$ cat config.mk
export PLATFORM = sky130hd
export DESIGN_NAME = uhirq_bank
export DESIGN_NICKNAME = d
export VERILOG_FILES = /design/src/hdl/uhirq_bank.v /design/src/hdl/uhirq_event_bit.v /design/src/hdl/uhirq_list_walker.v
export VERILOG_INCLUDE_DIRS = /design/src /design/src/hdl
export SDC_FILE = /design/constraint.sdc
export NUM_CORES = 1
export LEC_CHECK = 0
export CAP_MARGIN = 0
export CORE_MARGIN = 4
export CORE_UTILIZATION = 45
export CTS_CLUSTER_SIZE = 24
export DETAILED_ROUTE_END_ITERATION = 8
export DONT_BUFFER_PORTS = 1
export GPL_ROUTABILITY_DRIVEN = 0
export PLACE_DENSITY_LB_ADDON = 0.15
export SLEW_MARGIN = 5
export SYNTH_ARGS = -nofsm -noshare
export SYNTH_HDL_FRONTEND = slang
export SYNTH_SLANG_ARGS = --single-unit
$ cat constraint.sdc
create_clock -name clk_in -period 2.4 [get_ports clk_in]
set_input_delay 0.24 -clock clk_in [delete_from_list [all_inputs] [get_ports clk_in]]
set_output_delay 0.24 -clock clk_in [all_outputs]
set_load 0.005 [all_outputs]
$ cat src/hdl/uhirq_consts.vh
// constants for the host controller event, mask and list pointer register bank
// assumes a 32-bit register port with word offsets as printed
// Overview of operation
// - overrun sets bit 0 after frame number update and bumps overrun count
// - done-head flag bit 1 set after copy; no further copy until cleared
// - each frame start sets bit 2 together with the start token
// - resume flag bit 3 set on rising resume signaling, not software resume
// - fatal system error sets bit 4 and halts frame start, descriptor, done copy and list processing
// - frame wrap flag bit 5 set when frame count bit 15 toggles
// - root hub change flag bit 6 set on any root hub status change
// - ownership request sets bit 30; unmasked with master bit set raises management interrupt
// - writing one at offset 10h enables an event; zero ignored
// - bit 31 master gate set by writing one; zero ignored
// - writing one at offset 14h disables event or master; zero ignored
// - after any reset master bit reads set in disable register
// - shared area base bits 31:8, reset zero, low byte reserved
// - periodic current pointer updated by device, read only
// - control and bulk traversal start from head pointers, bits 31:4
// - control current advances, zero ends list, reload if filled flag set
// - bulk current behaves the same using bulk head and bulk filled flag
// - completed descriptor links old done head, becomes new done head
// - frame period bits 13:0 reset to 2EDFh on any reset
// - largest packet counter loaded from bits 30:16 each frame
// - routing bit steers interrupts to normal or management line
// - two-bit overrun counter starts zero, counts every overrun, wraps
`ifndef UHIRQ_CONSTS_VH
`define UHIRQ_CONSTS_VH
`define UHIRQ_OFS_FLAGS    8'h0C
`define UHIRQ_OFS_MSET     8'h10
`define UHIRQ_OFS_MCLR     8'h14
`define UHIRQ_OFS_AREA     8'h18
`define UHIRQ_OFS_PCUR     8'h1C
`define UHIRQ_OFS_CHEAD    8'h20
`define UHIRQ_OFS_CCUR     8'h24
`define UHIRQ_OFS_BHEAD    8'h28
`define UHIRQ_OFS_BCUR     8'h2C
`define UHIRQ_OFS_DONE     8'h30
`define UHIRQ_OFS_FPER     8'h34
`define UHIRQ_BIT_OVR      0
`define UHIRQ_BIT_WDH      1
`define UHIRQ_BIT_SOF      2
`define UHIRQ_BIT_RES      3
`define UHIRQ_BIT_ERR      4
`define UHIRQ_BIT_WRAP     5
`define UHIRQ_BIT_RHC      6
`define UHIRQ_BIT_OWN      30
`define UHIRQ_BIT_MIE      31
`define UHIRQ_EVT_MASK     32'h4000007F
`define UHIRQ_AREA_MASK    32'hFFFFFF00
`define UHIRQ_PTR_MASK     32'hFFFFFFF0
`define UHIRQ_FPER_MASK    32'hFFFF3FFF
`define UHIRQ_FPER_RESET   32'h00002EDF
`define UHIRQ_FRAME_MSB    15
`endif

$ cat src/hdl/uhirq_bank.v
// event flags, interrupt masks and list pointer registers of the host controller
// assumes the core supplies one-cycle event pulses and a synchronous register port
`timescale 1ns/1ps
`default_nettype none
`include "uhirq_consts.vh"
module uhirq_bank (
    input  wire        clk_in,
    input  wire        reset_in,
    input  wire        soft_reset_in,
    input  wire        reg_wr_in,
    input  wire        reg_rd_in,
    input  wire [7:0]  reg_addr_in,
    input  wire [31:0] reg_wdata_in,
    input  wire        routing_select_in,
    input  wire        frame_start_in,
    input  wire        overrun_in,
    input  wire        resume_signal_in,
    input  wire        resume_state_in,
    input  wire        system_error_in,
    input  wire        error_fixed_in,
    input  wire [15:0] frame_counter_in,
    input  wire        root_hub_change_in,
    input  wire        ownership_request_in,
    input  wire        periodic_done_in,
    input  wire [31:0] periodic_ptr_in,
    input  wire        td_complete_in,
    input  wire [31:0] td_addr_in,
    input  wire        done_copy_req_in,
    input  wire        ctrl_advance_in,
    input  wire [31:0] ctrl_next_in,
    input  wire        ctrl_end_in,
    input  wire        control_list_filled_flag_in,
    input  wire        bulk_advance_in,
    input  wire [31:0] bulk_next_in,
    input  wire        bulk_end_in,
    input  wire        bulk_list_filled_flag_in,
    output reg  [31:0] reg_rdata_out,
    output reg         host_irq_out,
    output reg         smi_irq_out,
    output reg         sof_token_out,
    output reg  [1:0]  overrun_count_out,
    output reg         halt_out,
    output reg         done_copy_out,
    output reg  [31:0] done_copy_ptr_out,
    output reg  [31:0] td_next_out,
    output reg         td_next_wr_out,
    output reg  [14:0] largest_packet_count_out,
    output reg  [31:0] control_head_out,
    output reg  [31:0] bulk_head_out,
    output reg         ctrl_filled_clear_out,
    output reg         bulk_filled_clear_out
);
    // ******************************************************
    // decode
    // ******************************************************
    wire any_reset = reset_in | soft_reset_in;
    wire wr_flags  = reg_wr_in & (reg_addr_in == `UHIRQ_OFS_FLAGS);
    wire wr_mset   = reg_wr_in & (reg_addr_in == `UHIRQ_OFS_MSET);
    wire wr_mclr   = reg_wr_in & (reg_addr_in == `UHIRQ_OFS_MCLR);
    wire wr_area   = reg_wr_in & (reg_addr_in == `UHIRQ_OFS_AREA);
    wire wr_chead  = reg_wr_in & (reg_addr_in == `UHIRQ_OFS_CHEAD);
    wire wr_ccur   = reg_wr_in & (reg_addr_in == `UHIRQ_OFS_CCUR);
    wire wr_bhead  = reg_wr_in & (reg_addr_in == `UHIRQ_OFS_BHEAD);
    wire wr_bcur   = reg_wr_in & (reg_addr_in == `UHIRQ_OFS_BCUR);
    wire wr_fper   = reg_wr_in & (reg_addr_in == `UHIRQ_OFS_FPER);

    // ******************************************************
    // event sources
    // ******************************************************
    reg         resume_seen_reg;
    reg         frame_msb_reg;
    reg         err_latched_reg;
    reg  [31:0] done_head_reg;
    wire [31:0] flags;

    // frame count from core is already written to the shared area when it changes
    wire wrap_evt   = (frame_counter_in[`UHIRQ_FRAME_MSB] != frame_msb_reg);
    wire resume_evt = resume_signal_in & ~resume_seen_reg & ~resume_state_in;
    // a copy request is held off while the previous copy is unsaved
    wire copy_go    = done_copy_req_in & ~flags[`UHIRQ_BIT_WDH] & ~err_latched_reg;

    wire [31:0] set_vec = {1'b0, ownership_request_in, 23'h0,
                           root_hub_change_in,
                           wrap_evt,
                           system_error_in,
                           resume_evt,
                           frame_start_in & ~err_latched_reg,
                           copy_go,
                           overrun_in};

    genvar g;
    generate
        for (g = 0; g < 32; g = g + 1) begin : evt
            if (((`UHIRQ_EVT_MASK >> g) & 1) == 1) begin : live
                uhirq_event_bit u_bit (
                    .clk_in   (clk_in),
                    .reset_in (any_reset),
                    .set_in   (set_vec[g]),
                    .clear_in (wr_flags & reg_wdata_in[g]),
                    .flag_out (flags[g])
                );
            end else begin : tie
                assign flags[g] = 1'b0;
            end
        end
    endgenerate

    // ******************************************************
    // masks, pointers, configuration
    // ******************************************************
    reg  [31:0] mask_reg;
    reg  [31:0] area_reg;
    reg  [31:0] pcur_reg;
    reg  [31:0] fper_reg;
    wire [31:0] ccur;
    wire [31:0] bcur;
    wire        c_clr;
    wire        b_clr;

    always @(posedge clk_in) begin
        if (any_reset) begin
            mask_reg <= 32'h00000000;
            fper_reg <= `UHIRQ_FPER_RESET;
        end else begin
            if (wr_mset) begin
                mask_reg <= mask_reg | (reg_wdata_in & (`UHIRQ_EVT_MASK | 32'h80000000));
            end else if (wr_mclr) begin
                mask_reg <= mask_reg & ~reg_wdata_in;
            end
            if (wr_fper) begin
                fper_reg <= reg_wdata_in & `UHIRQ_FPER_MASK;
            end
        end
    end

    always @(posedge clk_in) begin
        if (any_reset) begin
            area_reg         <= 32'h00000000;
            pcur_reg         <= 32'h00000000;
            control_head_out <= 32'h00000000;
            bulk_head_out    <= 32'h00000000;
            resume_seen_reg  <= 1'b0;
            frame_msb_reg    <= 1'b0;
            err_latched_reg  <= 1'b0;
            done_head_reg    <= 32'h00000000;
        end else begin
            if (wr_area) begin
                area_reg <= reg_wdata_in & `UHIRQ_AREA_MASK;
            end
            if (periodic_done_in) begin
                pcur_reg <= periodic_ptr_in & `UHIRQ_PTR_MASK;
            end
            if (wr_chead) begin
                control_head_out <= reg_wdata_in & `UHIRQ_PTR_MASK;
            end
            if (wr_bhead) begin
                bulk_head_out <= reg_wdata_in & `UHIRQ_PTR_MASK;
            end
            resume_seen_reg <= resume_signal_in;
            frame_msb_reg   <= frame_counter_in[`UHIRQ_FRAME_MSB];
            if (system_error_in) begin
                err_latched_reg <= 1'b1;
            end else if (error_fixed_in) begin
                err_latched_reg <= 1'b0;
            end
            // a descriptor finishing in the copy cycle starts the new queue, so none is lost
            if (td_complete_in & ~err_latched_reg) begin
                done_head_reg <= td_addr_in & `UHIRQ_PTR_MASK;
            end else if (copy_go) begin
                done_head_reg <= 32'h00000000;
            end
        end
    end

    uhirq_list_walker u_ctrl (
        .clk_in           (clk_in),
        .reset_in         (any_reset),
        .wr_in            (wr_ccur),
        .wr_data_in       (reg_wdata_in),
        .advance_in       (ctrl_advance_in & ~err_latched_reg),
        .next_ptr_in      (ctrl_next_in),
        .list_end_in      (ctrl_end_in & ~err_latched_reg),
        .filled_in        (control_list_filled_flag_in),
        .head_in          (control_head_out),
        .current_out      (ccur),
        .filled_clear_out (c_clr)
    );

    uhirq_list_walker u_bulk (
        .clk_in           (clk_in),
        .reset_in         (any_reset),
        .wr_in            (wr_bcur),
        .wr_data_in       (reg_wdata_in),
        .advance_in       (bulk_advance_in & ~err_latched_reg),
        .next_ptr_in      (bulk_next_in),
        .list_end_in      (bulk_end_in & ~err_latched_reg),
        .filled_in        (bulk_list_filled_flag_in),
        .head_in          (bulk_head_out),
        .current_out      (bcur),
        .filled_clear_out (b_clr)
    );

    // ******************************************************
    // outputs
    // ******************************************************
    wire irq_any = mask_reg[`UHIRQ_BIT_MIE] & (|(flags & mask_reg & `UHIRQ_EVT_MASK));
    wire own_smi = flags[`UHIRQ_BIT_OWN] & mask_reg[`UHIRQ_BIT_OWN] & mask_reg[`UHIRQ_BIT_MIE];

    reg [31:0] rdata_next;
    always @* begin
        case (reg_addr_in)
            `UHIRQ_OFS_FLAGS: rdata_next = flags;
            `UHIRQ_OFS_MSET:  rdata_next = mask_reg;
            `UHIRQ_OFS_MCLR:  rdata_next = {~mask_reg[`UHIRQ_BIT_MIE], mask_reg[30:0]};
            `UHIRQ_OFS_AREA:  rdata_next = area_reg;
            `UHIRQ_OFS_PCUR:  rdata_next = pcur_reg;
            `UHIRQ_OFS_CHEAD: rdata_next = control_head_out;
            `UHIRQ_OFS_CCUR:  rdata_next = ccur;
            `UHIRQ_OFS_BHEAD: rdata_next = bulk_head_out;
            `UHIRQ_OFS_BCUR:  rdata_next = bcur;
            `UHIRQ_OFS_DONE:  rdata_next = done_head_reg;
            `UHIRQ_OFS_FPER:  rdata_next = fper_reg;
            default:          rdata_next = 32'h00000000;
        endcase
    end

    always @(posedge clk_in) begin
        if (reset_in) begin
            reg_rdata_out            <= 32'h00000000;
            host_irq_out             <= 1'b0;
            smi_irq_out              <= 1'b0;
            sof_token_out            <= 1'b0;
            overrun_count_out        <= 2'h0;
            halt_out                 <= 1'b0;
            done_copy_out            <= 1'b0;
            done_copy_ptr_out        <= 32'h00000000;
            td_next_out              <= 32'h00000000;
            td_next_wr_out           <= 1'b0;
            largest_packet_count_out <= 15'h0000;
            ctrl_filled_clear_out    <= 1'b0;
            bulk_filled_clear_out    <= 1'b0;
        end else begin
            reg_rdata_out <= reg_rd_in ? rdata_next : 32'h00000000;
            host_irq_out  <= irq_any & ~routing_select_in;
            smi_irq_out   <= (irq_any & routing_select_in) | own_smi;
            sof_token_out <= frame_start_in & ~err_latched_reg;
            if (soft_reset_in) begin
                overrun_count_out <= 2'h0;
            end else if (overrun_in) begin
                overrun_count_out <= overrun_count_out + 2'h1;
            end
            halt_out          <= err_latched_reg | system_error_in;
            done_copy_out     <= copy_go;
            done_copy_ptr_out <= done_head_reg;
            td_next_wr_out    <= td_complete_in & ~err_latched_reg;
            td_next_out       <= copy_go ? 32'h00000000 : done_head_reg;
            if (frame_start_in) begin
                largest_packet_count_out <= fper_reg[30:16];
            end
            ctrl_filled_clear_out <= c_clr;
            bulk_filled_clear_out <= b_clr;
        end
    end
endmodule
`default_nettype wire

$ cat src/hdl/uhirq_event_bit.v
// one sticky event flag with write-one-to-clear
// assumes set pulses and write strobes are synchronous to clk_in
`timescale 1ns/1ps
`default_nettype none
module uhirq_event_bit (
    input  wire clk_in,
    input  wire reset_in,
    input  wire set_in,
    input  wire clear_in,
    output reg  flag_out
);
    // set wins over a clear in the same cycle
    always @(posedge clk_in) begin
        if (reset_in) begin
            flag_out <= 1'b0;
        end else if (set_in) begin
            flag_out <= 1'b1;
        end else if (clear_in) begin
            flag_out <= 1'b0;
        end
    end
endmodule
`default_nettype wire

$ cat src/hdl/uhirq_list_walker.v
// current descriptor pointer of one asynchronous list
// assumes the core pulses advance and end-of-list events one at a time
`timescale 1ns/1ps
`default_nettype none
`include "uhirq_consts.vh"
module uhirq_list_walker (
    input  wire        clk_in,
    input  wire        reset_in,
    input  wire        wr_in,
    input  wire [31:0] wr_data_in,
    input  wire        advance_in,
    input  wire [31:0] next_ptr_in,
    input  wire        list_end_in,
    input  wire        filled_in,
    input  wire [31:0] head_in,
    output reg  [31:0] current_out,
    output reg         filled_clear_out
);
    always @(posedge clk_in) begin
        if (reset_in) begin
            current_out      <= 32'h00000000;
            filled_clear_out <= 1'b0;
        end else begin
            filled_clear_out <= 1'b0;
            if (list_end_in) begin
                if (filled_in) begin
                    current_out      <= head_in & `UHIRQ_PTR_MASK;
                    filled_clear_out <= 1'b1;
                end else begin
                    current_out <= 32'h00000000;
                end
            end else if (advance_in) begin
                current_out <= next_ptr_in & `UHIRQ_PTR_MASK;
            end else if (wr_in) begin
                // software must hold the list disabled while writing here
                current_out <= wr_data_in & `UHIRQ_PTR_MASK;
            end
        end
    end
endmodule
`default_nettype wire

======== Word-level counts from Yosys, hierarchy flattened ========
Index checks and enable logic that the tools add are counted.
storage, ports and cells
  bits in registers ....................... 400
  input bits .............................. 207
  output and inout bits ................... 185
cells by class
  add/subtract/negate cells ............... 1
  equality and inequality tests ........... 12
  multiplexer cells ....................... 33
  bitwise operators ....................... 48
  reduce and logical (&&, ||, !) cells .... 18
operators with widths
  cell                                                             count
  32-bit two-way mux                                               12
  32-bit one-hot mux with 11 select lines                          1
  8-bit by 6-bit == test with 1-bit output, second input constant  6
  1-bit bitwise AND                                                32
  32-bit bitwise AND                                               1
  8-bit by 5-bit == test with 1-bit output, second input constant  4
  32-bit NOT                                                       1
  32-bit bitwise OR                                                1
  31-bit bitwise AND                                               1
  1-bit two-way mux                                                20
  2-bit nonzero test                                               10
  2-bit OR reduction                                               5
  1-bit NOT                                                        9
  8-bit by 4-bit == test with 1-bit output, second input constant  1
  8-bit OR reduction                                               1
  3-bit nonzero test                                               2
  1-bit bitwise OR                                                 3
  2-bit by 1-bit adder with 2-bit output, second input constant    1
  1-bit inequality test                                            1

======== Depth between registers and ports, before layout ========
Gate-level depths: netlist of run 1.
  depth in word-level cells ............... 5
  gate-level depth with buffers ........... 8
  gate-level depth less buffers ........... 4

======== Cells and area by module ========
Synthesis of run 1 repeated with hierarchy kept, for this count alone.
second synthesis, totals
  cell total of the unflattened synthesis .. 1803
  area, all modules ....................... 16711.0 µm²
by module, submodules not included
  module             instances  cells each  area an instance (µm²)
  uhirq_bank         1          1381        12784.8
  uhirq_list_walker  2          195         1808.0
  uhirq_event_bit    8          4           38.8

======== Least setup slack after synthesis of run 1 ========
Ideal clock, no wire load.
  path kind ............................... input-to-reg
  from .................................... in reg_addr_in[7]
  to ...................................... reg reg_rdata_out[24]
  setup time .............................. 0.070 ns
  data arrival time ....................... 1.657 ns
  data required time ...................... 2.330 ns
  setup slack ............................. 0.672 ns
  cell stages on the path ................. 7
  path buffers ............................ 3
  path through ............................ buf_2 > or4b_1 > buf_2 > nor3_2 > buf_2 > a222oi_1 > a21oi_1
between the ends
  longest elaborated chain between the ends .. 2
  elaborated cells on any way between the ends .. 12
RTL lines
  what                                                              line              source
  from (decl)                                                       uhirq_bank.v:12   input wire [7:0] reg_addr_in,
  8-bit by 6-bit == test with 1-bit output (tied with other cells)  uhirq_bank.v:211  case (reg_addr_in)
  32-bit one-hot mux with 11 select lines (*)                       uhirq_bank.v:211
  to (signal assigned)                                              uhirq_bank.v:243  reg_rdata_out <= reg_rd_in ? rdata_next : 32'h00000000;
  to (decl)                                                         uhirq_bank.v:37   output reg [31:0] reg_rdata_out,
Mark *: on every way between the ends. The rest lies on a longest branch, timed or not.
A chain may end at the register's enable or synchronous reset.

======== Worst setup path after layout of run 1 ========
  from .................................... in soft_reset_in
  to ...................................... reg evt[3].live.u_bit.flag_out
between the ends
  longest elaborated chain between the ends .. 1
RTL lines
  what                  line                  source
  from (decl)           uhirq_bank.v:9        input wire soft_reset_in,
  1-bit bitwise OR      uhirq_bank.v:56       wire any_reset = reset_in | soft_reset_in;
  to (signal assigned)  uhirq_event_bit.v:15  flag_out <= 1'b0;
  to (signal assigned)  uhirq_event_bit.v:17  flag_out <= 1'b1;
  to (signal assigned)  uhirq_event_bit.v:19  flag_out <= 1'b0;
  to (decl)             uhirq_event_bit.v:10  output reg flag_out
No other way between the ends.

==> results.md, run 1 <==
* Number of I/O port buffers at 0
* Post-synthesis sequential area ratio at 0.4819
* Clock slew at reported path FFs at 0.06 ns
* Layout cells sized above 1 at 0.08765
* Comb pwr share at 0.078
* Core area at 0.03566 mm2
* Pin count of the biggest net entering global routing at 197
* PD cells at 732.9 mW/mm2
* Seq pwr share at 0.462
* Setup Fix Bufs, Post-CTS at 0
* Switching pwr at 3437 uW
* Vias per Instance at 6.124
* Number of synthesized flops with an enable pin at 0
* # setup viols final at 0
* DRC Markers at 0
* Max Root-Sink Buffers at 3
* Starting DRT DRC Count at 1632
* Most frequent cells in the layout: dfxtp_1, nand2_1, a21oi_1
* Clock root cell: clkbuf_16
* Storage element area at 0.007848 mm2
* Number of synthesized register bits at 392
* Post-route ant nets at 0
* Asr flop ratio synth at 0
* Final WL at 65020 um
* Post-Syn Instances at 1823
* Aggregate negative setup slack at 0 ns
* Global-route usage over all layers at 0.3177
* Nets at 2127
* Net Sw Frac at 0.2372
* Depth of the CTS H-tree at 2
* Dominant synthesized flop cell: dfxtp_1
* Status: complete, no violations
* Startpoint Class: input pin
* P_int at 11060 uW
* Initial Util at 0.4567
* Vias in the first global route at 13870
* Detailed Place HPWL at 43010 um
* Post-CTS resize count at 0
* Tmin final at 2.046 ns
* Area Overhead vs Synth at 21.44%
* CTS sink count at 392
* Arr. time, crit path at 2.49 ns
* Number of I/O pins at 392
* Fmax at 0.4888 GHz
* Clock share of power at 0.460
* Worst-path maximum fanout at 196
* Rows at 69
* Initial antenna violation count at 7
* Final hold slack at 0.02032 ns
* Most common cell after layout, fill and taps aside: dfxtp_1
* Clk_skew at 0.01429 ns
* Hold crit path type: in -> reg
* CTS tree: done
* Crit. End Element: flip-flop
* GR Overflow Total at 0
* Synth Area per Inst at 8.932 um2
* Synth cell types at 65
* Pin slew with the least headroom to its limit at 1.021 ns
* Clock Latency Late Sink at 0.57 ns
* Slew Viols, Final at 0
* Via count of the routed design at 14810
* Filler cells at 3207
* YS warnings at 0
* P_leak at 0.007334 uW
* Final clock period utilization by the worst path at 0.8524
* DR WL/cell at 26.89 um
* Die area at 0.03929 mm2
* Post-Synthesis Cell Area at 0.01628 mm2
* RSZ-0062 raised after global routing: false
* Final Hold Fails at 0
* Pre-antenna DRT Iters at 5
* Chip Width at 198.2 um
* CP required at 2.84 ns
* Die Y at 198.2 um
* First-pass GRT wire length at 93700 um
* Area of the multi-input gates at 0.007771 mm2
* VDD IR max at 0.0004133 V
* Max-slew headroom at 0.3191
* Critical path type: in -> reg
* Max_cap viols at 0
* CTS Buf Count at 43
==> power groups by stage <==
stage	Combinational, uW	Sequential [uW]	Clock (uW)
global placement	775	6830	0
finish	1140	6690	6660
floorplan	689	6800	0
CTS	1120	6690	6740
global route	1200	6700	7020
detailed placement	784	6830	0
==> synth_stat cells, drive strengths merged (23+ instances only) <==
| cell type | count | area, um2 |
|---|---|---|
| nand2 | 331 | 1242 |
| a21oi | 268 | 1341 |
| nor2b | 40 | 250.2 |
| nor2 | 70 | 272.8 |
| mux2i | 145 | 1451 |
| nand3 | 23 | 120.1 |
| and2 | 43 | 269.0 |
| a31oi | 26 | 162.7 |
| a211o | 56 | 490.5 |
| nor3 | 26 | 140.1 |
| a22o | 43 | 376.6 |
| a22oi | 29 | 217.7 |
| dfxtp | 392 | 7848 |
| clkbuf | 105 | 395.4 |
| buf | 65 | 344.1 |
==> cells by family after synthesis <==
logic type,Yosys count,synth area share
simple gates,590,0.1707
xor+xnor,4,0.002152
flops,392,0.4819
other cells,1,0.0002303
compound gates,500,0.1989
mux,155,0.09812
buf+inv,181,0.04795
==> routing by layer <==
metal	GRT usage	wire (um)
met5	0	61
met4	0.1092	2159
met3	0.1160	8220
met2	0.4748	28160
met1	0.4260	26420
==> what timing repair did <==
| item | 4_1_cts | 5_1_grt |
|---|---|---|
| hold endpoints to repair | 303 | 0 |
| setup endpoints to repair | 0 | 0 |
| hold buffers | 152 | 0 |
==> worst paths after layout <==
kind                                                   end  slack, ns                   startpoint  cells after the start
worst max register to register      u_ctrl.current_out[30]       0.52              err_latched_reg                      5
worst max-delay path            evt[3].live.u_bit.flag_out       0.35                soft_reset_in                      5
worst min-delay path                u_ctrl.current_out[28]       0.02  control_list_filled_flag_in                      3
worst min register to register                mask_reg[15]       0.43                 mask_reg[15]                      2
==> critical path: stages <==
cell           delay, ns
dlygate4sd3_1       0.62
or2_4               0.22
buf_12              0.62
a311oi_1            0.08
dlygate4sd3_1       0.60
==> per-stage QoR <==
| stage | area, um2 | std cells | worst slack, ns | utilization | power [uW] |
|---|---|---|---|---|---|
| floorplan | 16310 | 1830 | 0.6723 | - | 7484 |
| global placement | 16780 | 2184 | 0.4884 | 0.4708 | 7607 |
| detailed placement | 16780 | 2184 | 0.4709 | 0.4708 | 7617 |
| CTS | 19760 | 2412 | 0.3917 | 0.5542 | 14550 |
| global route | 19760 | 2414 | 0.2448 | 0.5543 | 14910 |
| finish | 19770 | 2418 | 0.3542 | 0.5546 | 14490 |
==> layout make-up <==
type,instances,share of cell area
sequential,392,0.3969
multi-input combinational,1257,0.3930
timing repair buffer,215,0.1060
clock buffer,62,0.06524
tap,461,0.02917
clock inverter,14,0.006834
inverter,11,0.002088
antenna,6,0.0007593
(Power assumes the default switching activity.)
==> run 2, diff against run 1 <==
- ABC_AREA: unset -> 1
==> results.md, run 2 <==
* Max_cap viols at 0 (unchanged)
* Cell mode on critical path: dlygate4sd3_1
* Number of I/O port buffers at 0 (unchanged)
* Post-Syn Instances at 2327 (+28%)
* Final hold slack at 0.01664 ns (-0.003684 ns)
* Most common cell after layout, fill and taps aside: dfxtp_1
* Synth Area per Inst at 7.106 um2 (-20%)
* Die Y at 199.7 um (+0.74%)
* Met1 usage at 0.3975 (-0.02847)
* Hold crit path type: in -> reg
* Synth top cells by count: dfxtp_1, nand2_1, o21ai_0, nand3_1, nor2_1
* Depth of the CTS H-tree at 2 (unchanged)
* Number of synthesized register bits at 392 (unchanged)
* YS warnings at 0 (unchanged)
* Clock root cell: clkbuf_16
* Crit path depth at 6 (+1)
* Initial Util at 0.4604 (+0.003744)
* Clock Latency Late Sink at 0.57 ns (about the same)
* Hold_buf cts at 160 (+5.3%)
* DRC Markers at 0 (unchanged)
* Vias in the first global route at 14370 (+3.6%)
* Synth cell types at 26 (-60%)
* Via count of the routed design at 15650 (+5.7%)
* Initial antenna violation count at 10 (+3)
* Detailed Place HPWL at 40130 um (-6.7%)
* Final clock period utilization by the worst path at 0.8231 (-0.02933)
* Slew Viols, Final at 0 (unchanged)
* First-pass GRT wire length at 86460 um (-7.7%)
* CP required at 2.91 ns (+0.07 ns)
* Number of I/O pins at 392 (unchanged)
* Critical path type: in -> reg
* Rows at 69 (unchanged)
* Tmin final at 1.975 ns (-0.07038 ns)
* Filler cells at 3477 (+8.4%)
* P_leak at 0.008043 uW (+9.7%)
* Post-Layout Cell Count at 2901 (+20%)
* Startpoint Class: input pin
* Top cell family by delay on the critical path: buffers and inverters
* Most numerous cell in the Yosys netlist: dfxtp_1
* Dominant synthesized flop cell: dfxtp_1
* Post-placement cell area at 0.01669 mm2 (-0.57%)
* Synth top area cells: dfxtp_1, o21ai_0, nand3_1
* Final Hold Fails at 0 (unchanged)
* GR Overflow Total at 0 (unchanged)
* PD cells at 747.5 mW/mm2 (+2.0%)
* GR Util met3 at 0.07570 (-0.04034)
* Area of the multi-input gates at 0.007018 mm2 (-9.7%)
* Pin slew with the least headroom to its limit at 0.9755 ns (-0.04577 ns)
* Area Overhead vs Synth at 19.99%
* CTS tree: done
* Clk_skew at 0.02180 ns (+0.007511 ns)
* Slowest cell on crit path: dlygate4sd3_1
* Synth top area share at 0.4746 (-0.007366)
* Post-route cell area at 0.01984 mm2 (+0.34%)
* Hold Path Depth at 2 (-1)
* Placed insts at 2658 (+22%)
* Starting DRT DRC Count at 1532 (-6.1%)
* Post-Synthesis Cell Area at 0.01654 mm2 (+1.6%)
* Pin count of the biggest net entering global routing at 81 (-59%)
* Max Root-Sink Buffers at 3 (unchanged)
* Layout cells sized above 1 at 0.05795 (-0.02969)
* Crit. End Element: flip-flop
* Vias per Instance at 5.395 (-12%)
* VDD IR max at 0.0004777 V (+16%)
* Post-synthesis sequential area ratio at 0.4746 (-0.007366)
* Status: complete, no violations
* Pre-antenna DRT Iters at 5 (unchanged)
* Max-slew headroom at 0.3475 (+0.02837)
* Nets at 2610 (+23%)
* CTS sink count at 392 (unchanged)
* Number of synthesized flops with an enable pin at 0 (unchanged)
* CTS Buf Count at 44 (+2.3%)
* Post-route ant nets at 0 (unchanged)
* Die area at 0.03988 mm2 (+1.5%)
* RSZ-0062 raised after global routing: false
* Most frequent cells in the layout: dfxtp_1, nand2_1, o21ai_0
* Core area at 0.03591 mm2 (+0.73%)
* Aggregate negative setup slack at 0 ns (unchanged)
* DR WL/cell at 19.98 um (-26%)
* Setup Fix Bufs, Post-CTS at 0 (unchanged)
* Chip Width at 199.7 um (+0.74%)
* Worst stage delay on the critical path at 0.58 ns (-0.04 ns)
* Cell Chain, Critical Path: dlygate4sd3_1 -> nor2_4 -> inv_2 -> buf_12 -> a21oi_1 -> dlygate4sd3_1
* GR Util met2 at 0.4091 (-0.06577)
* Worst-path maximum fanout at 80 (-59%)
* Yosys top cell by area: dfxtp_1
* Storage element area at 0.007848 mm2 (unchanged)
* Arr. time, crit path at 2.49 ns (about the same)
* Fmax at 0.5062 GHz (+3.6%)
* Clock slew at reported path FFs at 0.06 ns (about the same)
* # setup viols final at 0 (unchanged)
* Asr flop ratio synth at 0 (unchanged)
* GR peak layer: met2
* Final WL at 57950 um (-11%)
* Post-CTS resize count at 0 (unchanged)
* Global-route usage over all layers at 0.2779 (-0.03983)
* Register-to-Register Path Depth at 8 (+3)
* CP bufs+invs at 4 (+1)
run 2: final timing paths:
check | start | end | slack [ns]
worst min register to register | u_bulk.filled_clear_out | bulk_filled_clear_out | 0.41
worst max-delay path | soft_reset_in | flip-flop | 0.42
worst max register to register | err_latched_reg | u_ctrl.current_out[16] | 0.58
worst min-delay path | done_copy_req_in | done_copy_out | 0.02
run 2: per-layer routing:
metal | part of all wire | routed length, um | up-vias
met5 | 0.00098 | 57 | -
met4 | 0.030 | 1715 | 10
met3 | 0.10 | 5900 | 106
met2 | 0.42 | 24550 | 716
met1 | 0.44 | 25730 | 7092
li1 | - | - | 7726
run 2: cell families after synthesis:
family,count (synthesis),synth area share
AND/OR/NAND/NOR,927,0.2372
AO/OA/AOI/OAI,596,0.1822
buffers and inverters,409,0.1047
flip-flops,392,0.4746
XOR/XNOR,2,0.001060
other,1,0.0002268
run 2: cell type report:
type | count | area share
flip-flops and latches | 392 | 0.3955
multi-input cells | 1533 | 0.3537
repair buffers | 200 | 0.1005
clock buffers | 63 | 0.06678
inverters | 232 | 0.04389
well taps | 461 | 0.02907
clock inverters | 13 | 0.009648
diodes | 7 | 0.0008828
run 2: metrics by stage:
stage	util	setup WS (ns)	power, uW
6_report	0.5525	0.4245	14830
3_3_place_gp	0.4647	0.5549	7648
5_1_grt	0.5523	0.3609	15380
2_1_floorplan	-	1.083	7464
4_1_cts	0.5520	0.5308	14940
3_5_place_dp	0.4647	0.5056	7667
run 2: report_power, final:
| part | switching [uW] | internal, uW | total [uW] |
|---|---|---|---|
| clock | 2740 | 4260 | 7000 |
| combinational | 716 | 393 | 1110 |
| sequential | 85.2 | 6640 | 6720 |
| total | 3540 | 11300 | 14800 |
